[config.mk]
export PLATFORM = sky130hd
export DESIGN_NAME = pfsd_packet_fifo
export DESIGN_NICKNAME = d
export VERILOG_FILES = /design/src/hdl/pfsd_unused_guard.sv /design/src/hdl/pfsd_pkg.sv /design/src/hdl/pfsd_mem_if.sv /design/src/hdl/pfsd_packet_fifo.sv /design/src/hdl/pfsd_mem.sv
export SDC_FILE = /design/constraint.sdc
export NUM_CORES = 1
export LEC_CHECK = 0
export BUFFER_PORTS_ARGS = -buffer_cell sky130_fd_sc_hd__buf_2
export CORE_MARGIN = 8
export CORE_UTILIZATION = 35
export CTS_CLUSTER_SIZE = 30
export DETAILED_ROUTE_END_ITERATION = 10
export PLACE_DENSITY_LB_ADDON = 0.1
export SLEW_MARGIN = 20
export SYNTH_ARGS = -nofsm -noshare
export SYNTH_HDL_FRONTEND = slang
export SYNTH_SLANG_ARGS = --single-unit
[constraint.sdc]
create_clock -name sys_clk -period 9.7 [get_ports sys_clk]
set_clock_uncertainty 0.15 [all_clocks]
set_input_delay 0.485 -clock sys_clk [delete_from_list [all_inputs] [get_ports sys_clk]]
set_output_delay 0.485 -clock sys_clk [all_outputs]
set_load 0.02 [all_outputs]
[src/hdl/pfsd_unused_guard.sv]
// intentionally empty
`timescale 1ns/1ps

[src/hdl/pfsd_pkg.sv]
// shared constants for the packet fifo data path
package pfsd_pkg;
	// ************************************************************
	// fifo geometry and clocking
	// ************************************************************
	localparam int DEPTH = 64;
	localparam int AW = 6;
	localparam int CLK_HZ = 40_000_000;
	localparam int BITRATE_BPS = 4800;
	localparam logic [6:0] FULL_CNT = 7'h40;
	// ************************************************************
	// chip modes
	// ************************************************************
	localparam logic [2:0] MODE_SLEEP = 3'h0;
	localparam logic [2:0] MODE_STDBY = 3'h1;
	localparam logic [2:0] MODE_FSTX = 3'h2;
	localparam logic [2:0] MODE_TX = 3'h3;
	localparam logic [2:0] MODE_FSRX = 3'h4;
	localparam logic [2:0] MODE_RX = 3'h5;
	// ************************************************************
	// framing constants
	// ************************************************************
	localparam logic [7:0] PREAMBLE_BYTE = 8'hAA;
	localparam logic [15:0] CRC_INIT = 16'hFFFF;
	localparam logic [15:0] CRC_POLY = 16'h1021;
	localparam logic [8:0] WHITE_INIT = 9'h1FF;
	localparam logic [10:0] LEN_MAX_CRC = 11'h0FF;
	localparam logic [10:0] LEN_MAX_RAW = 11'h7FF;

	// one bit of crc-16, msb first
	function automatic logic [15:0] crc_step(input logic [15:0] c, input logic b);
		crc_step = {c[14:0], 1'b0} ^ ((c[15] ^ b) ? CRC_POLY : 16'h0000);
	endfunction : crc_step

	// one step of the x^9+x^5+1 whitening sequence
	function automatic logic [8:0] white_step(input logic [8:0] w);
		white_step = {w[0] ^ w[5], w[8:1]};
	endfunction : white_step
endpackage : pfsd_pkg

[src/hdl/pfsd_mem_if.sv]
// port bundle between the fifo control and its storage
`timescale 1ns/1ps
`default_nettype none
interface pfsd_mem_if #(
	parameter int DW = 8,
	parameter int AW = 6
);
	logic wr_en;
	logic [AW-1:0] wr_addr;
	logic [DW-1:0] wr_data;
	logic [AW-1:0] rd_addr;
	logic [DW-1:0] rd_data;
	modport ctrl (output wr_en, output wr_addr, output wr_data, output rd_addr, input rd_data);
	modport mem (input wr_en, input wr_addr, input wr_data, input rd_addr, output rd_data);
endinterface : pfsd_mem_if
`default_nettype wire

[src/hdl/pfsd_packet_fifo.sv]
// packet mode data path: fifo, byte serializer, framing and pattern detection
`timescale 1ns/1ps
`default_nettype none
//
// Contract
// - two data modes: bit-serial on the data pin, or payload through the fifo
// - packet mode adds preamble, pattern, crc, whitening on send; strips them on receive
// - payload limited to 255 bytes with crc, 2047 without, or unlimited
// - one fifo, 64 bytes of 8 bits, shared by send and receive
// - serializer sends fifo bytes msb first at the bit rate
// - serializer gathers received bits and writes whole bytes to the fifo
// - buffer_drained high when the fifo holds nothing, once any pending read has seen select fall
// - after reads buffer_drained updates on select falling edge; host checks it
// - buffer_saturated high exactly when every location is occupied
// - a write into a full fifo sets the overflow flag and is dropped
// - writing one to the overflow flag clears it and empties the fifo
// - frame_tx_done rises once the final serializer bit has been sent
// - buffer level output only re-evaluated on a fifo read, write or flush
// - level output invalid after a full condition until the fifo empties
// - fifo flushed entering receive from low power, receive to send, leaving send
// - fifo kept between standby and sleep and when entering send from any mode but receive
// - fifo kept when leaving receive for standby or sleep
// - detection needs its enable, plus bit sync in bit-serial mode
// - detector shifts bits continuously and flags a pattern match
// - first bit meets bit 7 of first byte, last bit meets bit 0 of last
// - match flag cleared leaving receive or when the fifo empties
module pfsd_packet_fifo #(
	parameter int BIT_DIV = pfsd_pkg::CLK_HZ / pfsd_pkg::BITRATE_BPS
) (
	input wire logic sys_clk,
	input wire logic srst,
	input wire logic [2:0] chip_mode,
	input wire logic packet_mode,
	input wire logic bit_sync_enable,
	input wire logic crc_enable,
	input wire logic dc_free_enable,
	input wire logic [7:0] preamble_bytes,
	input wire logic [10:0] payload_length,
	input wire logic host_wr,
	input wire logic [7:0] host_wdata,
	input wire logic host_rd,
	output logic [7:0] host_rdata,
	input wire logic spi_select_n,
	input wire logic overflow_clear,
	input wire logic [5:0] level_threshold,
	input wire logic pattern_detect_enable,
	input wire logic [2:0] pattern_length,
	input wire logic [63:0] pattern_value,
	input wire logic demod_bit,
	input wire logic demod_bit_valid,
	output logic mod_bit,
	output logic mod_bit_strobe,
	input wire logic serial_data_pin_in,
	output logic serial_data_pin_out,
	output logic serial_data_pin_oe,
	output logic buffer_drained,
	output logic buffer_saturated,
	output logic buffer_level_irq,
	output logic buffer_overflow_flag,
	output logic frame_tx_done,
	output logic pattern_match_flag,
	output logic payload_ready,
	output logic crc_ok,
	output logic mode_settled
);
	typedef enum logic [2:0] {
		TX_IDLE = 3'b000, TX_PRE = 3'b001, TX_SYNC = 3'b010,
		TX_PAY = 3'b011, TX_CRC = 3'b100, TX_END = 3'b101
	} pfsd_tx_st_t;
	typedef enum logic [1:0] {RX_HUNT = 2'b00, RX_PAY = 2'b01, RX_CRC = 2'b10} pfsd_rx_st_t;

	localparam logic [15:0] DIV_LAST = 16'(BIT_DIV - 1);

	// refuse dividers the bit timing cannot serve
	if (BIT_DIV < 2 || BIT_DIV > 65536) begin : g_div_chk
		$error("BIT_DIV out of range");
	end

	pfsd_mem_if #(.DW(8), .AW(pfsd_pkg::AW)) mif ();
	pfsd_mem #(.DW(8), .AW(pfsd_pkg::AW)) u_mem (.sys_clk(sys_clk), .m(mif));

	logic [6:0] count_r, count_nxt;
	logic [5:0] wr_ptr_r, rd_ptr_r;
	logic [2:0] mode_prev_r;
	logic nss_s1_r, nss_s2_r, nss_s3_r, nss_st_r, din_s1_r, din_s2_r, din_s3_r, din_st_r;
	logic nss_fall, rd_pend_r, gap_r, lvl_r, lvl_valid_r, drained_r, ovf_r, settled_r, leave_tx_r;
	logic mode_chg, flush, full_w, host_push, host_pop, rx_push, push_req, push_ok, pop_ok;
	logic [15:0] div_r;
	logic bit_tick, tx_run, rx_run, tx_load, pay_end, tx_bit_w, done_r, mod_bit_r, strobe_r;
	pfsd_tx_st_t tx_st_r;
	logic [7:0] tx_sr_r, rx_sr_r, rx_byte, host_rdata_r, sync_byte;
	logic [2:0] tx_bit_r, rx_bit_r;
	logic [10:0] tx_cnt_r, rx_cnt_r, eff_len;
	logic [15:0] crc_tx_r, crc_rx_r;
	logic [8:0] wl_tx_r, wl_rx_r;
	pfsd_rx_st_t rx_st_r;
	logic [63:0] pat_sr_r, pat_mask;
	logic [6:0] pat_bits, pat_sh, pat_cnt_r;
	logic det_en, pat_chk_r, pat_hit, match_r, crc_bad_r, crc_ok_r, ready_r, rx_b, sdo_r;

	// ************************************************************
	// pin synchronisers and mode tracking
	// ************************************************************
	// three stages; a level counts once stages two and three agree
	always_ff @(posedge sys_clk) begin
		if (srst) begin
			{nss_s1_r, nss_s2_r, nss_s3_r, nss_st_r} <= 4'hF;
			{din_s1_r, din_s2_r, din_s3_r, din_st_r} <= 4'h0;
		end else begin
			{nss_s1_r, nss_s2_r, nss_s3_r} <= {spi_select_n, nss_s1_r, nss_s2_r};
			{din_s1_r, din_s2_r, din_s3_r} <= {serial_data_pin_in, din_s1_r, din_s2_r};
			if (nss_s2_r == nss_s3_r) nss_st_r <= nss_s3_r;
			if (din_s2_r == din_s3_r) din_st_r <= din_s3_r;
		end
	end
	assign nss_fall = nss_st_r && (nss_s2_r == nss_s3_r) && !nss_s3_r;

	assign mode_chg = chip_mode != mode_prev_r;
	assign tx_run = (chip_mode == pfsd_pkg::MODE_TX) && packet_mode;
	assign rx_run = (chip_mode == pfsd_pkg::MODE_RX) && packet_mode;

	// mode history and the settled flag; leaving send waits for the bit period
	always_ff @(posedge sys_clk) begin
		if (srst) begin
			mode_prev_r <= pfsd_pkg::MODE_SLEEP;
			settled_r <= 1'b1;
			leave_tx_r <= 1'b0;
		end else if (mode_chg) begin
			mode_prev_r <= chip_mode;
			settled_r <= 1'b0;
			leave_tx_r <= mode_prev_r == pfsd_pkg::MODE_TX;
		end else if (!settled_r && (!leave_tx_r || div_r == DIV_LAST)) begin
			settled_r <= 1'b1;
			leave_tx_r <= 1'b0;
		end
	end

	// ************************************************************
	// fifo control
	// ************************************************************
	// flush on entering receive from low power, receive to send, or leaving send
	always_comb begin
		flush = overflow_clear;
		if (mode_chg) begin
			if (mode_prev_r == pfsd_pkg::MODE_TX) flush = 1'b1;
			if (mode_prev_r == pfsd_pkg::MODE_RX && chip_mode == pfsd_pkg::MODE_TX) flush = 1'b1;
			if ((mode_prev_r == pfsd_pkg::MODE_SLEEP || mode_prev_r == pfsd_pkg::MODE_STDBY)
				&& chip_mode == pfsd_pkg::MODE_RX) flush = 1'b1;
		end
	end

	assign full_w = count_r == pfsd_pkg::FULL_CNT;
	assign host_push = host_wr && packet_mode && (chip_mode != pfsd_pkg::MODE_RX);
	assign push_req = host_push || rx_push;
	assign push_ok = push_req && !full_w && !flush;
	assign host_pop = host_rd && packet_mode && (count_r != 7'h00) && !gap_r
		&& (chip_mode != pfsd_pkg::MODE_TX) && !flush;
	assign pop_ok = tx_load || host_pop;

	// byte count, with one shared store for both directions
	always_comb begin
		if (flush) count_nxt = 7'h00;
		else count_nxt = count_r + {6'h00, push_ok} - {6'h00, pop_ok};
	end

	// pointers, count and read gap; other modes keep the contents
	always_ff @(posedge sys_clk) begin
		if (srst || flush) begin
			count_r <= 7'h00;
			wr_ptr_r <= 6'h00;
			rd_ptr_r <= 6'h00;
			gap_r <= 1'b0;
		end else begin
			count_r <= count_nxt;
			gap_r <= pop_ok;
			if (push_ok) wr_ptr_r <= wr_ptr_r + 6'h01;
			if (pop_ok) rd_ptr_r <= rd_ptr_r + 6'h01;
		end
	end

	assign mif.wr_en = push_ok;
	assign mif.wr_addr = wr_ptr_r;
	assign mif.wr_data = rx_push ? rx_byte : host_wdata;
	assign mif.rd_addr = rd_ptr_r;

	// host read data capture
	always_ff @(posedge sys_clk) begin
		if (srst) host_rdata_r <= 8'h00;
		else if (host_pop) host_rdata_r <= mif.rd_data;
	end

	// drained holds after a read until the next select falling edge
	always_ff @(posedge sys_clk) begin
		if (srst) begin
			rd_pend_r <= 1'b0;
			drained_r <= 1'b1;
		end else begin
			rd_pend_r <= host_pop || (rd_pend_r && !nss_fall);
			if (nss_fall || !(rd_pend_r || host_pop)) drained_r <= count_nxt == 7'h00;
		end
	end

	// overflow flag; a new overflow wins over the clear
	always_ff @(posedge sys_clk) begin
		if (srst) ovf_r <= 1'b0;
		else if (push_req && full_w) ovf_r <= 1'b1;
		else if (overflow_clear) ovf_r <= 1'b0;
	end

	// level output: updated on fifo read, write or flush only, suspended from full to empty
	always_ff @(posedge sys_clk) begin
		if (srst) begin
			lvl_r <= 1'b0;
			lvl_valid_r <= 1'b1;
		end else begin
			if (push_ok || pop_ok || flush) lvl_r <= count_nxt > {1'b0, level_threshold};
			if (count_nxt == 7'h00) lvl_valid_r <= 1'b1;
			else if (count_nxt == pfsd_pkg::FULL_CNT) lvl_valid_r <= 1'b0;
		end
	end

	// ************************************************************
	// bit rate divider and transmit serializer
	// ************************************************************
	// bit period divider, runs in send and while the last send bit period drains out
	always_ff @(posedge sys_clk) begin
		if (srst || (chip_mode != pfsd_pkg::MODE_TX && !leave_tx_r) || div_r == DIV_LAST)
			div_r <= 16'h0000;
		else div_r <= div_r + 16'h0001;
	end
	assign bit_tick = div_r == DIV_LAST && chip_mode == pfsd_pkg::MODE_TX;

	// allowed payload length for the framing options
	always_comb begin
		eff_len = payload_length;
		if (crc_enable && (payload_length == 11'h000 || payload_length > pfsd_pkg::LEN_MAX_CRC))
			eff_len = pfsd_pkg::LEN_MAX_CRC;
		if (eff_len > pfsd_pkg::LEN_MAX_RAW) eff_len = pfsd_pkg::LEN_MAX_RAW;
	end

	assign sync_byte = 8'(pattern_value >> (7'h30 - {1'b0, tx_cnt_r[2:0], 3'b000}));
	assign pay_end = (eff_len != 11'h000) && (tx_cnt_r + 11'h001 == eff_len);
	assign tx_load = tx_run && bit_tick && (tx_bit_r == 3'h7) && (count_r != 7'h00)
		&& ((tx_st_r == TX_SYNC && tx_cnt_r[2:0] == pattern_length)
		|| (tx_st_r == TX_PAY && !pay_end));
	assign tx_bit_w = ((tx_st_r == TX_CRC) ? crc_tx_r[15] : tx_sr_r[7])
		^ (dc_free_enable && (tx_st_r == TX_PAY || tx_st_r == TX_CRC) && wl_tx_r[0]);

	// framer: preamble, pattern bytes, payload from the fifo, crc
	always_ff @(posedge sys_clk) begin
		if (srst || !tx_run) begin
			tx_st_r <= TX_IDLE;
			{tx_sr_r, tx_bit_r, tx_cnt_r} <= 22'h00_0000;
			crc_tx_r <= pfsd_pkg::CRC_INIT;
			wl_tx_r <= pfsd_pkg::WHITE_INIT;
		end else if (tx_st_r == TX_IDLE) begin
			if (count_r != 7'h00 && !done_r && settled_r && !mode_chg) begin
				tx_st_r <= (preamble_bytes != 8'h00) ? TX_PRE : TX_SYNC;
				tx_sr_r <= (preamble_bytes != 8'h00) ? pfsd_pkg::PREAMBLE_BYTE : pattern_value[63:56];
				crc_tx_r <= pfsd_pkg::CRC_INIT;
				wl_tx_r <= pfsd_pkg::WHITE_INIT;
			end
		end else if (bit_tick) begin
			tx_bit_r <= tx_bit_r + 3'h1;
			tx_sr_r <= {tx_sr_r[6:0], 1'b0};
			if (tx_st_r == TX_PAY || tx_st_r == TX_CRC) wl_tx_r <= pfsd_pkg::white_step(wl_tx_r);
			if (tx_st_r == TX_PAY) crc_tx_r <= pfsd_pkg::crc_step(crc_tx_r, tx_sr_r[7]);
			else if (tx_st_r == TX_CRC) crc_tx_r <= {crc_tx_r[14:0], 1'b0};
			if (tx_st_r == TX_END) tx_st_r <= TX_IDLE;
			else if (tx_bit_r == 3'h7) begin
				unique case (tx_st_r)
					TX_PRE: begin
						if (tx_cnt_r + 11'h001 < {3'h0, preamble_bytes}) begin
							tx_cnt_r <= tx_cnt_r + 11'h001;
							tx_sr_r <= pfsd_pkg::PREAMBLE_BYTE;
						end else begin
							tx_st_r <= TX_SYNC;
							tx_cnt_r <= 11'h000;
							tx_sr_r <= pattern_value[63:56];
						end
					end
					TX_SYNC: begin
						tx_cnt_r <= tx_cnt_r + 11'h001;
						tx_sr_r <= sync_byte;
						if (tx_cnt_r[2:0] == pattern_length) begin
							tx_st_r <= tx_load ? TX_PAY : TX_END;
							tx_cnt_r <= 11'h000;
							tx_sr_r <= mif.rd_data;
						end
					end
					TX_PAY: begin
						tx_cnt_r <= tx_cnt_r + 11'h001;
						tx_sr_r <= mif.rd_data;
						if (pay_end && crc_enable) begin
							tx_st_r <= TX_CRC;
							tx_cnt_r <= 11'h000;
						end else if (!tx_load) tx_st_r <= TX_END;
					end
					TX_CRC: begin
						tx_cnt_r <= 11'h001;
						if (tx_cnt_r[0]) tx_st_r <= TX_END;
					end
					default: tx_st_r <= TX_IDLE;
				endcase
			end
		end
	end

	// done goes high when the last bit period ends, low on any mode change
	always_ff @(posedge sys_clk) begin
		if (srst || mode_chg) done_r <= 1'b0;
		else if (tx_run && bit_tick && tx_st_r == TX_END) done_r <= 1'b1;
	end

	// bit to the modulator: serializer in packet mode, data pin otherwise
	always_ff @(posedge sys_clk) begin
		if (srst) begin
			mod_bit_r <= 1'b0;
			strobe_r <= 1'b0;
		end else begin
			strobe_r <= 1'b0;
			if (bit_tick && !packet_mode) begin
				mod_bit_r <= din_st_r;
				strobe_r <= 1'b1;
			end else if (bit_tick && tx_run && tx_st_r != TX_IDLE && tx_st_r != TX_END) begin
				mod_bit_r <= tx_bit_w;
				strobe_r <= 1'b1;
			end
		end
	end

	// ************************************************************
	// pattern detection and receive deframer
	// ************************************************************
	assign det_en = pattern_detect_enable && (packet_mode || bit_sync_enable)
		&& chip_mode == pfsd_pkg::MODE_RX;
	assign pat_bits = {1'b0, pattern_length, 3'b000} + 7'h08;
	assign pat_sh = 7'h40 - pat_bits;
	assign pat_mask = {64{1'b1}} >> pat_sh;
	assign pat_hit = det_en && pat_chk_r && (pat_cnt_r >= pat_bits)
		&& (((pat_sr_r ^ (pattern_value >> pat_sh)) & pat_mask) == 64'h0000_0000_0000_0000);

	// detector shift register, newest bit at bit 0
	always_ff @(posedge sys_clk) begin
		if (srst || !det_en) begin
			pat_sr_r <= 64'h0000_0000_0000_0000;
			pat_cnt_r <= 7'h00;
			pat_chk_r <= 1'b0;
		end else begin
			pat_chk_r <= demod_bit_valid && rx_st_r == RX_HUNT;
			if (demod_bit_valid) begin
				pat_sr_r <= {pat_sr_r[62:0], demod_bit};
				if (pat_cnt_r != 7'h40) pat_cnt_r <= pat_cnt_r + 7'h01;
			end
		end
	end

	// match flag; a new match wins over the clear
	always_ff @(posedge sys_clk) begin
		if (srst) match_r <= 1'b0;
		else if (pat_hit) match_r <= 1'b1;
		else if (chip_mode != pfsd_pkg::MODE_RX || (count_nxt == 7'h00 && count_r != 7'h00) || flush)
			match_r <= 1'b0;
	end

	assign rx_b = demod_bit ^ (dc_free_enable && wl_rx_r[0]);
	assign rx_byte = {rx_sr_r[6:0], rx_b};
	assign rx_push = rx_run && demod_bit_valid && rx_st_r == RX_PAY && rx_bit_r == 3'h7;

	// deframer: after a match gather payload bytes, then check the crc
	always_ff @(posedge sys_clk) begin
		if (srst || !rx_run) begin
			rx_st_r <= RX_HUNT;
			{rx_sr_r, rx_bit_r, rx_cnt_r} <= 22'h00_0000;
			{crc_bad_r, ready_r} <= 2'b00;
		end else begin
			ready_r <= 1'b0;
			if (rx_st_r == RX_HUNT && pat_hit) begin
				rx_st_r <= RX_PAY;
				{rx_bit_r, rx_cnt_r, crc_bad_r} <= 15'h0000;
				crc_rx_r <= pfsd_pkg::CRC_INIT;
				wl_rx_r <= pfsd_pkg::WHITE_INIT;
			end else if (demod_bit_valid && rx_st_r != RX_HUNT) begin
				rx_bit_r <= rx_bit_r + 3'h1;
				rx_sr_r <= rx_byte;
				wl_rx_r <= pfsd_pkg::white_step(wl_rx_r);
				if (rx_st_r == RX_PAY) crc_rx_r <= pfsd_pkg::crc_step(crc_rx_r, rx_b);
				else begin
					crc_rx_r <= {crc_rx_r[14:0], 1'b0};
					crc_bad_r <= crc_bad_r || (rx_b != crc_rx_r[15]);
				end
				if (rx_bit_r == 3'h7) begin
					rx_cnt_r <= rx_cnt_r + 11'h001;
					if (rx_st_r == RX_PAY && eff_len != 11'h000 && rx_cnt_r + 11'h001 == eff_len) begin
						rx_st_r <= crc_enable ? RX_CRC : RX_HUNT;
						rx_cnt_r <= 11'h000;
						ready_r <= !crc_enable;
					end else if (rx_st_r == RX_CRC && rx_cnt_r[0]) begin
						rx_st_r <= RX_HUNT;
						ready_r <= 1'b1;
					end
				end
			end
		end
	end

	// crc verdict, held until the next frame starts
	always_ff @(posedge sys_clk) begin
		if (srst || (rx_st_r == RX_HUNT && pat_hit)) crc_ok_r <= 1'b0;
		else if (rx_st_r == RX_CRC && demod_bit_valid && rx_bit_r == 3'h7 && rx_cnt_r[0])
			crc_ok_r <= !crc_bad_r && (rx_b == crc_rx_r[15]);
	end

	// raw demodulated data on the pin in bit-serial receive
	always_ff @(posedge sys_clk) begin
		if (srst) sdo_r <= 1'b0;
		else if (demod_bit_valid) sdo_r <= demod_bit;
	end

	assign host_rdata = host_rdata_r;
	assign mod_bit = mod_bit_r;
	assign mod_bit_strobe = strobe_r;
	assign serial_data_pin_out = sdo_r;
	assign serial_data_pin_oe = !packet_mode && chip_mode == pfsd_pkg::MODE_RX;
	assign buffer_drained = drained_r;
	assign buffer_saturated = full_w;
	assign buffer_level_irq = lvl_r && lvl_valid_r;
	assign buffer_overflow_flag = ovf_r;
	assign frame_tx_done = done_r;
	assign pattern_match_flag = match_r;
	assign payload_ready = ready_r;
	assign crc_ok = crc_ok_r;
	assign mode_settled = settled_r;
endmodule : pfsd_packet_fifo
`default_nettype wire

[src/hdl/pfsd_mem.sv]
// byte storage of the fifo with registered read port
`timescale 1ns/1ps
`default_nettype none
module pfsd_mem #(
	parameter int DW = 8,
	parameter int AW = 6
) (
	input wire logic sys_clk,
	pfsd_mem_if.mem m
);
	logic [DW-1:0] store_q [0:(2**AW)-1];
	logic [DW-1:0] rd_data_r;

	// write port
	always_ff @(posedge sys_clk) begin
		if (m.wr_en) begin
			store_q[m.wr_addr] <= m.wr_data;
		end
	end

	// read port, a write to the head address is passed straight through
	always_ff @(posedge sys_clk) begin
		if (m.wr_en && (m.wr_addr == m.rd_addr)) begin
			rd_data_r <= m.wr_data;
		end else begin
			rd_data_r <= store_q[m.rd_addr];
		end
	end

	assign m.rd_data = rd_data_r;
endmodule : pfsd_mem
`default_nettype wire

-- Word-level counts from Yosys, hierarchy flattened
Memories as Yosys holds them, arrays and structs flattened. A register that Yosys moved wholly into a read port is not among the register bits.
Cells that the tools add are included.
- $add $sub $neg: 13
- multiply operators: 0
- div/mod/pow operators: 0
- $lt $le $gt $ge: 5
- equal/unequal tests: 34
- shift operators: 3
- multiplexer cells: 72
- bitwise operators: 17
- reduce and logical (&&, ||, !) cells: 141
- operator list (cell ; number):
    16-bit 2-to-1 mux ; 7
    8-bit 2-to-1 mux ; 9
    11-bit 2-to-1 mux ; 6
    64-bit AND ; 1
    64-bit logical NOT ; 1
    64-bit by 7-bit >> shifter with 64-bit output ; 1
    64-bit by 7-bit >> shifter with 64-bit output (first input constant) ; 1
    64-bit by 7-bit >> shifter with 8-bit output ; 1
    64-bit bitwise XOR ; 1
    1-bit logical AND ; 60
    9-bit 2-to-1 mux ; 5
    11-bit one-hot mux with 4 select lines ; 1
    3-bit 2-to-1 mux ; 11
    16-bit by 13-bit bitwise XOR with 16-bit output ; 2
    13-bit 2-to-1 mux ; 2
    1-bit logical OR ; 24
    1-bit 2-to-1 mux ; 24
    8-bit one-hot mux with 3 select lines ; 1
    11-bit by 1-bit adder with 11-bit output (second input constant) ; 2
    11-bit equality test ; 2
    2-bit nonzero test ; 10
    3-bit equality test (second input constant) ; 6
    1-bit logical NOT ; 17
    16-bit by 1-bit adder with 16-bit output (second input constant) ; 1
    other kinds (51) ; 89
- register bits: 240
- latch bits: 0
- memory bits (writable): 512
- ROM bits: 0
- output and inout bits: 21
- logic and storage cells: 332
- memories: 1
- memories (memory ; depth ; bits a word ; read ports ; clocked after memory_dff ; wr ports ; line ; text):
    u_mem.store_q ; 64 ; 8 ; 1 ; 1 ; 1 ; pfsd_mem.sv:11 ; logic [DW-1:0] store_q [0:(2**AW)-1];

-- Logic depth before layout (Yosys ltp)
Gate-level depths: netlist of run 1.
- depth after elaboration: 21
- depth in mapped cells: 26
- gate-level depth less buffers: 24

-- By module
Synthesis of run 1 repeated with hierarchy kept, for this count alone.
- cell total of the unflattened synthesis: 2769
- area total of the unflattened synthesis: 35738.0 um2
- by module, submodules not included (module ; times used ; cells each ; area an instance (um2)):
    pfsd_mem ; 1 ; 970 ; 20150.6
    pfsd_packet_fifo ; 1 ; 1799 ; 15587.4

-- Least setup slack after synthesis of run 1
No wires, ideal clock.
- path kind: input to register
- from: in payload_length[8]
- to: reg lvl_r
- library setup time: 0.131 ns
- arrival: 4.900 ns
- data required time: 9.419 ns
- setup slack: 4.519 ns
- stages on the path: 25
- path through: or3_1 > a21o_1 > buf_2 > a2111oi_0 > nor4_1 > a211oi_1 > nand4b_1 > o21ai_1 > buf_2 > inv_1 > ha_1 > inv_1 > ha_1 > fa_1 > and2_1 > ha_1 > nor2b_1 > o21a_1 > o21a_1 > o21ai_0 > nand2b_1 > a21oi_1 > o21ai_0 > a31oi_1 > nor3_1
- cells in the longest elaborated chain, start to end: 16
- RTL lines (what ; line ; text):
    from (decl) ; pfsd_packet_fifo.sv:38 ; input wire logic [10:0] payload_length,
    11-bit by 8-bit greater-than comparator with 1-bit output / 11-bit logical NOT (equally long branches) ; pfsd_packet_fifo.sv:236 ; if (crc_enable && (payload_length == 11'h000 || payload_length > pfsd_pkg::LEN_MAX_CRC))
    1-bit logical OR ; pfsd_packet_fifo.sv:236 ;
    1-bit logical AND ; pfsd_packet_fifo.sv:236 ;
    11-bit 2-to-1 mux (*) ; pfsd_packet_fifo.sv:236 ;
    11-bit greater-than comparator ; pfsd_packet_fifo.sv:238 ; if (eff_len > pfsd_pkg::LEN_MAX_RAW) eff_len = pfsd_pkg::LEN_MAX_RAW;
    11-bit 2-to-1 mux (*) ; pfsd_packet_fifo.sv:238 ;
    11-bit equality test / 11-bit nonzero test (equally long branches) ; pfsd_packet_fifo.sv:242 ; assign pay_end = (eff_len != 11'h000) && (tx_cnt_r + 11'h001 == eff_len);
    1-bit logical AND (*) ; pfsd_packet_fifo.sv:242 ;
    [... 2 more ...] ; n/a ;
    1-bit logical OR (*) ; pfsd_packet_fifo.sv:245 ; || (tx_st_r == TX_PAY && !pay_end));
    1-bit logical AND (*) ; pfsd_packet_fifo.sv:244 ; && ((tx_st_r == TX_SYNC && tx_cnt_r[2:0] == pattern_length)
    1-bit logical OR (*) ; pfsd_packet_fifo.sv:158 ; assign pop_ok = tx_load || host_pop;
    net pop_ok ; pfsd_packet_fifo.sv:87 ; logic mode_chg, flush, full_w, host_push, host_pop, rx_push, push_req, push_ok, pop_ok;
    7-bit by 1-bit subtractor with 7-bit output (*) ; pfsd_packet_fifo.sv:163 ; else count_nxt = count_r + {6'h00, push_ok} - {6'h00, pop_ok};
    7-bit 2-to-1 mux (*) ; pfsd_packet_fifo.sv:162 ; if (flush) count_nxt = 7'h00;
    net count_nxt[1] ; pfsd_packet_fifo.sv:82 ; logic [6:0] count_r, count_nxt;
    7-bit by 6-bit greater-than comparator with 1-bit output (*) ; pfsd_packet_fifo.sv:216 ; if (push_ok || pop_ok || flush) lvl_r <= count_nxt > {1'b0, level_threshold};
    to (signal assigned) ; pfsd_packet_fifo.sv:216 ;
    to (decl) ; pfsd_packet_fifo.sv:86 ; logic nss_fall, rd_pend_r, gap_r, lvl_r, lvl_valid_r, drained_r, ovf_r, settled_r, leave_tx_r;
The timed path passes the listed nets; every way through them passes the cells marked *.
A chain may end at the register's enable or synchronous reset.

-- Final worst setup path of run 1
- from: reg tx_cnt_r[0]
- to: reg lvl_r
- cells in the longest elaborated chain, start to end: 11
- RTL lines (what ; line ; text):
    from (decl) ; pfsd_packet_fifo.sv:93 ; logic [10:0] tx_cnt_r, rx_cnt_r, eff_len;
    from (signal assigned) ; pfsd_packet_fifo.sv:274 ; tx_cnt_r <= tx_cnt_r + 11'h001;
    from (signal assigned) ; pfsd_packet_fifo.sv:283 ; tx_cnt_r <= tx_cnt_r + 11'h001;
    from (signal assigned) ; pfsd_packet_fifo.sv:292 ; tx_cnt_r <= tx_cnt_r + 11'h001;
    11-bit by 1-bit adder with 11-bit output ; pfsd_packet_fifo.sv:242 ;
    11-bit equality test ; pfsd_packet_fifo.sv:242 ;
    1-bit logical AND ; pfsd_packet_fifo.sv:242 ;
    1-bit logical NOT ; pfsd_packet_fifo.sv:245 ;
    1-bit logical AND ; pfsd_packet_fifo.sv:245 ;
    1-bit logical OR (*) ; pfsd_packet_fifo.sv:245 ;
    1-bit logical AND (*) ; pfsd_packet_fifo.sv:244 ;
    1-bit logical OR (*) ; pfsd_packet_fifo.sv:158 ;
    net pop_ok ; pfsd_packet_fifo.sv:87 ;
    7-bit by 1-bit subtractor with 7-bit output (*) ; pfsd_packet_fifo.sv:163 ;
    7-bit 2-to-1 mux (*) ; pfsd_packet_fifo.sv:162 ;
    net count_nxt[1] ; pfsd_packet_fifo.sv:82 ;
    7-bit by 6-bit greater-than comparator with 1-bit output (*) ; pfsd_packet_fifo.sv:216 ;
Marks and branches as above.

==> flow_metrics.py, run 1 <==
metrics = {
    "synthesis": {
        "ys_warn_count": 0,
        "ys_types": 82,
        "yosysTopAreaCell": "edfxtp_1",
        "synth_top_area_share_pct": 45.2,
        "synth_edf_count": 537,
        "yosysSeqAreaShare_pct": 57.6,
        "ys_ff_latch": 758,
        "synth.most_common_cell": "edfxtp_1",
        "synthArstFlopShare_pct": 0,
        "syn_inst": 2674,
        "synth_area_leaders": "edfxtp_1 45%, mux4_2 13%, dfxtp_1 12%",
        "ys_top_cells_by_count": "537 x edfxtp_1, 294 x nor2_1, 221 x dfxtp_1, 212 x mux4_2, 141 x nand2_1",
        "syn_area_per_cell_sq_um": 13.3,
        "synth_area_sq_um": 35700,
        "synthFlopType": "edfxtp_1",
        "syn-num-nets": 2835,
    },
    "worst_setup_path": {
        "worstPathRequired_ps": 10070,
        "start_kind": "register",
        "crit_type": "reg2reg",
        "cp-end-kind": "register",
        "r2r-start": "tx_cnt_r[0]",
        "critPathMaxFanout": 29,
        "rr_worst_depth": 24,
        "reg2reg_slack_ps": 3350,
        "r2r_end": "lvl_r",
        "crit_arrival_ps": 6720,
    },
    "floorplan": {
        "core_sq_um": 101000,
        "die_y_um": 335,
        "floorplan.rows": 117,
        "start_util_pct": 35.1,
        "num_io_pins": 138,
        "die_x_um": 335,
        "die_area_sq_um": 112000,
    },
    "timing": {
        "timing.slew.headroom_pct": 30.4,
        "tightest_slew_ps": 1040,
        "tns_ps": 0,
        "period_share_pct": 65.5,
        "fmax_ghz": 0.157,
        "hold_violations": 0,
        "rsz0062_at_grt": "false",
        "setup_violations": 0,
        "fin_crit_ps": 6350,
        "drv_slew": 0,
    },
    "global_route": {
        "antenna_found_initial": 1,
        "grt_use_total_pct": 18.2,
        "overflow": 0,
        "grt_pass1_vias": 22969,
        "grt_max_degree": 75,
        "grt_pass1_wl_um": 155000,
    },
    "pwr": {
        "cellPowerDensity_nw_per_um2": 178,
        "p_sw_share_pct": 23.1,
        "power_frac_seq_pct": 48.1,
        "p_leak_uw": 0.0132,
        "p_clk_share_pct": 45.2,
        "combPwrFrac_pct": 6.7,
        "power.total_uw": 7230,
        "internal_power_uw": 5560,
        "p_sw_uw": 1670,
        "irDropWorstVdd_v": 0.000136,
    },
    "route": {
        "vias": 23095,
        "drt_iter0_markers": 1787,
        "routedWlPerCell_um": 24.8,
        "ant_nets": 0,
        "wl_um": 104000,
        "drc": 0,
        "viasPerCell": 5.49,
        "firstDrtPassIters": 6,
    },
    "layout": {
        "syn2layout_area_growth_pct": 13.8,
        "nNetsFinal": 2931,
        "fill_cells": 9554,
        "drive_gt1_share_pct": 18.9,
        "instances_no_fill": 4209,
    },
    "cts": {
        "cts_buffers": 88,
        "cts_root_buffer": "clkbuf_16",
        "insertion_delay_ps": 670,
        "cts.reportedPaths.clkPinSlew_ps": 60,
        "htree_levels": 3,
        "clk_path_buf_depth": 3,
        "cts_hold_buffers": 5,
        "cts_sinks": 758,
        "post_cts_resized": 0,
        "tritoncts": "built",
        "cts_setup_buffers": 0,
    },
    "hold_path": {
        "min_to": "serial_data_pin_out",
        "worstHoldPathType": "in2reg",
        "holdCritStartpoint": "demod_bit",
        "hold_path_depth": 3,
    },
    "job": {
        "cap_violations": 0,
    },
    "placement": {
        "place_congestion": 0.956,
        "dp_hpwl_um": 68900,
        "dp.cells": 4042,
        "portBuffers": 137,
    },
    "outcome": {
        "run_status": "complete, no violations",
    },
}
==> layout by cell type, fill, tap and decap left out, drive strengths merged, types with 31 or more instances in the layout <==
master	count
inv	67
ha	43
edfxtp	537
nand3	43
nand2	141
o21ai	97
clkbuf	114
nand2b	51
xor2	44
dfxtp	221
nor2	294
nor3	57
mux4	212
a31oi	31
buf	165
xnor2	95
mux2i	115
a21oi	93
==> per-layer routing <==
| metal | vias up | share of wire (%) | track usage [%] |
|---|---|---|---|
| li1 | 10395 | - | - |
| met1 | 11901 | 44 | 24.7 |
| met2 | 627 | 48 | 29.9 |
| met3 | 172 | 5.0 | 3.18 |
| met4 | 0 | 2.9 | 5.13 |
| met5 | - | 0 | 0 |
==> state kept, by name, indices dropped and copies added, names as in the netlist, 6 cells and up, named ones only <==
name           count
rx_sr_r            7
count_r            7
tx_sr_r            8
pat_cnt_r          7
tx_cnt_r          11
pat_sr_r          64
wl_rx_r            9
u_mem.store_q    512
host_rdata         8
div_r             16
mif.rd_addr        6
wl_tx_r            9
crc_tx_r          16
rx_cnt_r          11
crc_rx_r          16
mif.wr_addr        6
==> critical path, stage by stage, from the launching register on <==
cell,delay (ps)
dfxtp_2,870
nand2_1,330
or3_1,430
a2111oi_0,420
o21ai_0,140
a211oi_1,550
nand4b_1,170
o21ai_1,220
buf_4,250
inv_1,60
ha_1,270
inv_1,40
ha_1,200
fa_1,500
and2_1,170
ha_1,280
nor2b_1,140
o21a_1,160
o21a_1,160
o21ai_0,160
nand2b_1,90
a21oi_1,150
o21ai_0,90
a31oi_1,140
nor3_1,60
==> power by group through the flow <==
stage / clock, uW / combinational, uW / sequential (uW)
after floorplan: 0 / 303 / 3540
after global placement: 0 / 482 / 3540
after detailed placement: 0 / 483 / 3540
after CTS: 3360 / 487 / 3470
after global routing: 3480 / 521 / 3470
final: 3270 / 485 / 3470
==> area by class of cell <==
cell class	instances	area, sq um	share of cell area, %
antenna	1	2.50	0.00617
sequential	758	20600	50.7
multi-input combinational	1690	14200	35.1
clock buffer	114	2350	5.79
inverter	62	233	0.574
timing repair buffer	170	981	2.42
tap	1368	1710	4.22
clock inverter	46	502	1.24
==> cells by family (layout without fill, tap and decap cells) <==
group	Yosys count	in the layout	synth area share, %
multiplexers	338	338	17.0
flip-flops	758	758	57.6
AND/OR/NAND/NOR	806	806	11.2
AO/OA/AOI/OAI	360	360	6.41
other	0	1	0
adder cells (fa/ha/maj)	44	44	1.57
buffers and inverters	226	392	2.59
XOR/XNOR	142	142	3.60
==> through the flow <==
stage | setup WS [ps] | utilization (%) | cell area (sq um) | hold WS [ps]
2_1_floorplan | 4520 | - | 35700 | 195
3_3_place_gp | 3150 | 37.1 | 37600 | 221
3_5_place_dp | 3090 | 37.1 | 37600 | 211
4_1_cts | 3070 | 40.0 | 40500 | 11.2
5_1_grt | 2970 | 40.0 | 40600 | 28.7
6_report | 3350 | 40.0 | 40600 | 51.4
==> how the worst max path moves through the flow <==
stage                            from  endpoint  slack (ps)  cells past startpoint
global placement          tx_cnt_r[0]     lvl_r        3150                     24
CTS                       tx_cnt_r[0]     lvl_r        3070                     24
detailed placement        tx_cnt_r[0]     lvl_r        3090                     24
finish                    tx_cnt_r[0]     lvl_r        3350                     24
floorplan           payload_length[8]     lvl_r        4520                     25
global route              tx_cnt_r[0]     lvl_r        2970                     24
Note: power is estimated with default switching activity, not from simulation.
==> inputs of run 2 (changes only) <==
Settings changed: ABC_AREA from default to 1.
Clock period 9.7 ns to 5.3 ns, I/O delays scaled along.
==> run 2 against run 1 <==
Synthesized area grew 0.43%. Hold slack improved by 13 ps. Clock-buffer cell count decreased by 3. Wire length rose by 9.0%. Critical path depth is 6 higher. Synthesized cell count up 49%. Die area is 0.41% higher. Sequential share of layout area is 0.96 points lower. Flip-flop and latch count is the same. Total power increased by 93%. Global-route usage increased by 1.3 points. Final cell count grew 32%. Largest cell class unchanged.
==> flow_metrics.py, run 2 <==
metrics = {
    "outcome": {
        "run_status": "complete, no violations",
    },
    "route": {
        "firstDrtPassIters": 5,
        "drt_iter0_markers": 2767,
        "wl_um": 114000,
        "vias": 28617,
        "ant_nets": 0,
        "drc": 0,
        "routedWlPerCell_um": 20.5,
        "viasPerCell": 5.15,
    },
    "layout": {
        "layout_commonest_cell": "nand2_1",
        "drive_gt1_share_pct": 9.86,
        "multi_input_area_sq_um": 13200,
        "nNetsFinal": 4275,
        "register_area_sq_um": 20600,
        "reg.largest.list": "u_mem.store_q (512), pat_sr_r (64)",
        "syn2layout_area_growth_pct": 15.5,
        "most-common-layout-cells": "740 x nand2_1, 573 x nor2_1, 537 x edfxtp_1",
        "fill_cells": 10270,
        "top_register": "u_mem.store_q",
        "largest_register_ffs": 512,
    },
    "placement": {
        "dp_hpwl_um": 74200,
        "portBuffers": 137,
        "place_congestion": 0.900,
    },
    "global_route": {
        "grt_pass1_vias": 26947,
        "grt_max_degree": 101,
        "grt_use_total_pct": 19.5,
        "antenna_found_initial": 1,
        "overflow": 0,
        "grt_pass1_wl_um": 170000,
    },
    "synthesis": {
        "synthFlopType": "edfxtp_1",
        "yosysSeqAreaShare_pct": 57.4,
        "syn_area_per_cell_sq_um": 8.97,
        "syn_inst": 3991,
        "synth_area_leaders": "edfxtp_1 45%, dfxtp_1 12%, nand2_1 7.8%",
        "ys_ff_latch": 758,
        "ys_warn_count": 0,
        "ys_types": 53,
        "ys_top_cells_by_count": "748 x nand2_1, 573 x nor2_1, 537 x edfxtp_1, 486 x o21ai_0, 315 x inv_1",
        "synth_top_area_share_pct": 45.0,
        "synth.most_common_cell": "nand2_1",
        "synthArstFlopShare_pct": 0,
        "syn-num-nets": 4152,
        "synth_edf_count": 537,
        "synth_area_sq_um": 35800,
        "yosysTopAreaCell": "edfxtp_1",
    },
    "floorplan": {
        "core_sq_um": 102000,
        "num_io_pins": 138,
        "start_util_pct": 35.2,
        "floorplan.rows": 117,
        "die_y_um": 336,
        "die_x_um": 336,
        "die_area_sq_um": 113000,
    },
    "timing": {
        "tns_ps": 0,
        "tightest_slew_ps": 991,
        "setup_violations": 0,
        "fmax_ghz": 0.210,
        "fin_crit_ps": 4760,
        "hold_violations": 0,
        "drv_slew": 0,
        "rsz0062_at_grt": "false",
        "period_share_pct": 89.9,
        "timing.slew.headroom_pct": 33.5,
    },
    "pwr": {
        "p_leak_uw": 0.0152,
        "power.total_uw": 13900,
        "cellPowerDensity_nw_per_um2": 337,
        "irDropWorstVdd_v": 0.000328,
    },
    "cts": {
        "cts_setup_buffers": 0,
        "tritoncts": "built",
        "cts_sinks": 758,
        "insertion_delay_ps": 660,
        "clk_path_buf_depth": 3,
        "post_cts_resized": 0,
        "cts.reportedPaths.clkPinSlew_ps": 60,
        "htree_levels": 3,
        "cts_buffers": 89,
        "cts_root_buffer": "clkbuf_16",
        "cts_hold_buffers": 23,
    },
    "worst_setup_path": {
        "crit_type": "reg2reg",
        "cp_slowest_cell": "dfxtp_1",
        "start_kind": "register",
        "crit_arrival_ps": 5130,
        "cp-end-kind": "register",
        "cp_common_cell": "nand2_1",
        "worstPathRequired_ps": 5670,
        "max_stage_delay_ps": 480,
        "critPathMaxFanout": 6,
    },
    "job": {
        "cap_violations": 0,
    },
    "hold_path": {
        "worstHoldPathType": "in2reg",
    },
}
run 2: cell count changes in the layout (fill, tap and decap cells not counted), moves of 112 or more:
cell     previous run  this run
nand2_1           141       740
o21ai_0            93       485
nor2_1            293       573
inv_1              60       311
mux4_2            212         0
nand3_1            43       181
o22ai_1            13       129
mux2i_1           115         3
run 2: where the power goes:
group	switching, uW	internal [uW]	total [uW]	leakage [uW]
logic	891	379	1270	0.00712
clock network	2520	3740	6260	0.00146
registers	33.7	6370	6400	0.00661
run 2: stage by stage:
| stage | hold slack, ps | instance area, sq um | util, % | setup WS, ps | cells |
|---|---|---|---|---|---|
| finish | 64.6 | 41400 | 40.7 | 535 | 5557 |
| floorplan | 213 | 35800 | - | 544 | 3991 |
| CTS | 8.10 | 41300 | 40.7 | 503 | 5555 |
| detailed placement | 226 | 38100 | 37.5 | 387 | 5368 |
| global placement | 223 | 38100 | 37.5 | 363 | 5368 |
| global route | 69.2 | 41400 | 40.7 | 47.9 | 5556 |
run 2: cells by family after synthesis:
family | after synthesis | synth area share (%)
simple gates | 1615 | 18.4
compound gates | 964 | 15.0
buf+inv | 539 | 5.86
xor+xnor | 68 | 1.74
mux | 3 | 0.0839
fa+ha+maj | 44 | 1.56
flops | 758 | 57.4
run 2: final timing paths:
kind | slack (ps) | start | cells after the start | end
max | 540 | tx_cnt_r[2] | 30 | pattern_match_flag
min reg2reg | 230 | mif.rd_addr[1] | 0 | register
max reg2reg | 540 | tx_cnt_r[2] | 30 | pattern_match_flag
min | 60 | pattern_value[57] | 5 | tx_sr_r[1]
run 2: final cells by class:
| type | count | area share (%) |
|---|---|---|
| timing repair buffer | 245 | 4.00 |
| clock inverter | 53 | 1.35 |
| multi-input combinational | 2694 | 31.9 |
| antenna | 2 | 0.0121 |
| clock buffer | 111 | 5.86 |
| tap | 1368 | 4.14 |
| inverter | 326 | 2.98 |
| sequential | 758 | 49.7 |
run 2: worst max-delay path, delay by kind of cell (launching register included):
kind	cells	cell delay, ps
buffers and inverters	5	290
AND/OR/NAND/NOR	18	2360
AO/OA/AOI/OAI	3	260
adder cells (fa/ha/maj)	3	900
XOR/XNOR	1	200
flip-flops	1	480
run 2: layer usage:
layer	GRT usage, %	wire length (um)
met5	0	0
met4	4.86	2720
met3	2.75	5120
met2	29.6	50100
met1	29.1	55800
==> inputs of run 3 (changes only) <==
Settings changed: BUFFER_PORTS_ARGS -buffer_cell sky130_fd_sc_hd__buf_2 to -buffer_cell sky130_fd_sc_hd__clkbuf_2, CORE_MARGIN 8 to default, CORE_UTILIZATION 35 to 45.
==> run 3 against run 2 <==
First-iteration DRC count increased by 4.7%. Sequential power is essentially flat. Final cell count fell by 5.7%. Combinational power about the same. Non-clock buffer count increased by 5. Critical path type unchanged. Critical endpoint is now lvl_r. Largest cell class unchanged. Largest power group unchanged. Highest routed layer unchanged.
==> flow_metrics.py, run 3 (synthesized netlist as in run 2, its figures left out) <==
metrics = {
    "global_route": {
        "grt_max_degree": 168,
        "overflow": 0,
        "grt_use_total_pct": 25.5,
        "grt_pass1_vias": 26892,
        "antenna_found_initial": 2,
        "grt_pass1_wl_um": 160000,
    },
    "hold_path": {
        "holdCritStartpoint": "demod_bit_valid",
        "min_to": "pat_cnt_r[1]",
        "worstHoldPathType": "in2reg",
        "hold_path_depth": 4,
    },
    "layout": {
        "reg.largest.list": "u_mem.store_q (512), pat_sr_r (64)",
        "utilization_pct": 51.9,
        "top_register": "u_mem.store_q",
        "drive_gt1_share_pct": 9.86,
        "syn2layout_area_growth_pct": 14.3,
        "design_area_sq_um": 40900,
        "layout_commonest_cell": "nand2_1",
        "instances_no_fill": 5238,
        "largest_register_ffs": 512,
        "nNetsFinal": 4276,
        "most-common-layout-cells": "740 x nand2_1, 573 x nor2_1, 537 x edfxtp_1",
    },
    "cts": {
        "htree_levels": 3,
        "cts_setup_buffers": 0,
        "cts_root_buffer": "clkbuf_16",
        "clk_path_buf_depth": 3,
        "insertion_delay_ps": 670,
        "cts_buffers": 85,
        "tritoncts": "built",
        "cts_sinks": 758,
        "cts.reportedPaths.clkPinSlew_ps": 60,
    },
    "worst_setup_path": {
        "path_delay_family": "adder cells",
        "path_buf_inv": 4,
        "worstPathRequired_ps": 5690,
        "reg2reg_slack_ps": 580,
        "crit_arrival_ps": 5110,
        "crit_type": "reg2reg",
        "critPathMaxFanout": 10,
        "cp_slowest_cell": "fa_1",
        "r2r_end": "lvl_r",
        "r2r-start": "tx_cnt_r[0]",
        "max_stage_delay_ps": 520,
        "rr_worst_depth": 27,
        "cp_common_cell": "nor2_1",
        "start_kind": "register",
        "cp-end-kind": "register",
    },
    "job": {
        "cap_violations": 0,
    },
    "route": {
        "ant_nets": 0,
        "drc": 0,
        "wl_um": 105000,
        "vias": 28819,
        "firstDrtPassIters": 6,
        "viasPerCell": 5.50,
        "routedWlPerCell_um": 20.0,
        "drt_iter0_markers": 2897,
    },
    "pwr": {
        "cellPowerDensity_nw_per_um2": 336,
        "p_leak_uw": 0.0152,
        "combPwrFrac_pct": 9.2,
        "power_frac_seq_pct": 46.5,
        "p_sw_share_pct": 24.6,
        "power.total_uw": 13700,
        "p_clk_share_pct": 44.4,
        "p_sw_uw": 3380,
        "internal_power_uw": 10400,
        "irDropWorstVdd_v": 0.000267,
    },
    "timing": {
        "fin_crit_ps": 4720,
        "rsz0062_at_grt": "false",
        "timing.slew.headroom_pct": 32.1,
        "fmax_ghz": 0.212,
        "period_share_pct": 89.0,
        "drv_slew": 0,
        "setup_violations": 0,
        "tns_ps": 0,
        "hold_violations": 0,
        "tightest_slew_ps": 1010,
    },
    "placement": {
        "place_congestion": 0.941,
        "dp.cells": 5057,
        "portBuffers": 137,
        "dp_hpwl_um": 67600,
        "place_area_sq_um": 37800,
    },
    "floorplan": {
        "die_x_um": 284,
        "die_area_sq_um": 80700,
        "floorplan.rows": 103,
        "die_y_um": 284,
        "start_util_pct": 45.4,
        "core_sq_um": 78900,
        "num_io_pins": 138,
    },
    "outcome": {
        "run_status": "complete, no violations",
    },
}
-- run 3: cell types whose count changed in the layout (fill, tap and decap cells not counted), sizes merged --
cell and change:
inv -1, clkinv -3, dlygate4sd3 -2, buf -130, clkbuf +135, clkinvlp +1, diode -1
-- run 3: repair_timing --
item	4_1_cts	5_1_grt
hold buffers	21	0
hold endpoints to repair	30	0
endpoints found under the setup margin	0	0
gates resized for setup	0	0
-- run 3: worst min-delay path: stages --
cell and delay (ps):
clkbuf_2 80, buf_4 170, nand2_1 160, a211oi_1 90
-- run 3: stage by stage --
stage | worst slack, ps | hold WS [ps]
floorplan | 544 | 213
finish | 584 | 37.6
global placement | 416 | 226
detailed placement | 355 | 224
global route | 50.3 | 16.7
CTS | 554 | 13.3
-- run 3: per-layer routing --
| metal | global-route usage (%) | up-vias | wire, um | part of all wire (%) |
|---|---|---|---|---|
| met3 | 4.06 | 176 | 7020 | 6.7 |
| li1 | - | 13966 | - | - |
| met2 | 38.8 | 956 | 46500 | 44 |
| met5 | 0 | - | 0 | 0 |
| met1 | 37.4 | 13721 | 48300 | 46 |
| met4 | 7.73 | 0 | 2910 | 2.8 |
-- run 3: worst max path at each step --
stage / start / end / slack, ps / depth (start not counted)
3_5_place_dp: payload_length[10] / lvl_r / 360 / 32
4_1_cts: tx_cnt_r[0] / lvl_r / 550 / 28
3_3_place_gp: payload_length[10] / lvl_r / 420 / 32
2_1_floorplan: chip_mode[2] / u_mem.store_q[0][0] / 540 / 9
5_1_grt: tx_cnt_r[0] / lvl_r / 50 / 28
6_report: tx_cnt_r[0] / lvl_r / 580 / 27
-- run 3: cell type report --
cell class	instances	area [sq um]
inverters	326	1230
diodes	1	2.50
flip-flops and latches	758	20600
repair buffers	250	1680
clock buffers	109	2320
fillers	7381	37900
clock inverters	50	618
well taps	1050	1310
multi-input cells	2694	13200
-- run 3: power by group through the flow --
stage	logic (uW)	clock network (uW)	registers, uW
3_5_place_dp	1230	0	6510
4_1_cts	1250	6200	6390
2_1_floorplan	799	0	6520
3_3_place_gp	1220	0	6510
6_report	1260	6100	6390
5_1_grt	1390	6440	6390
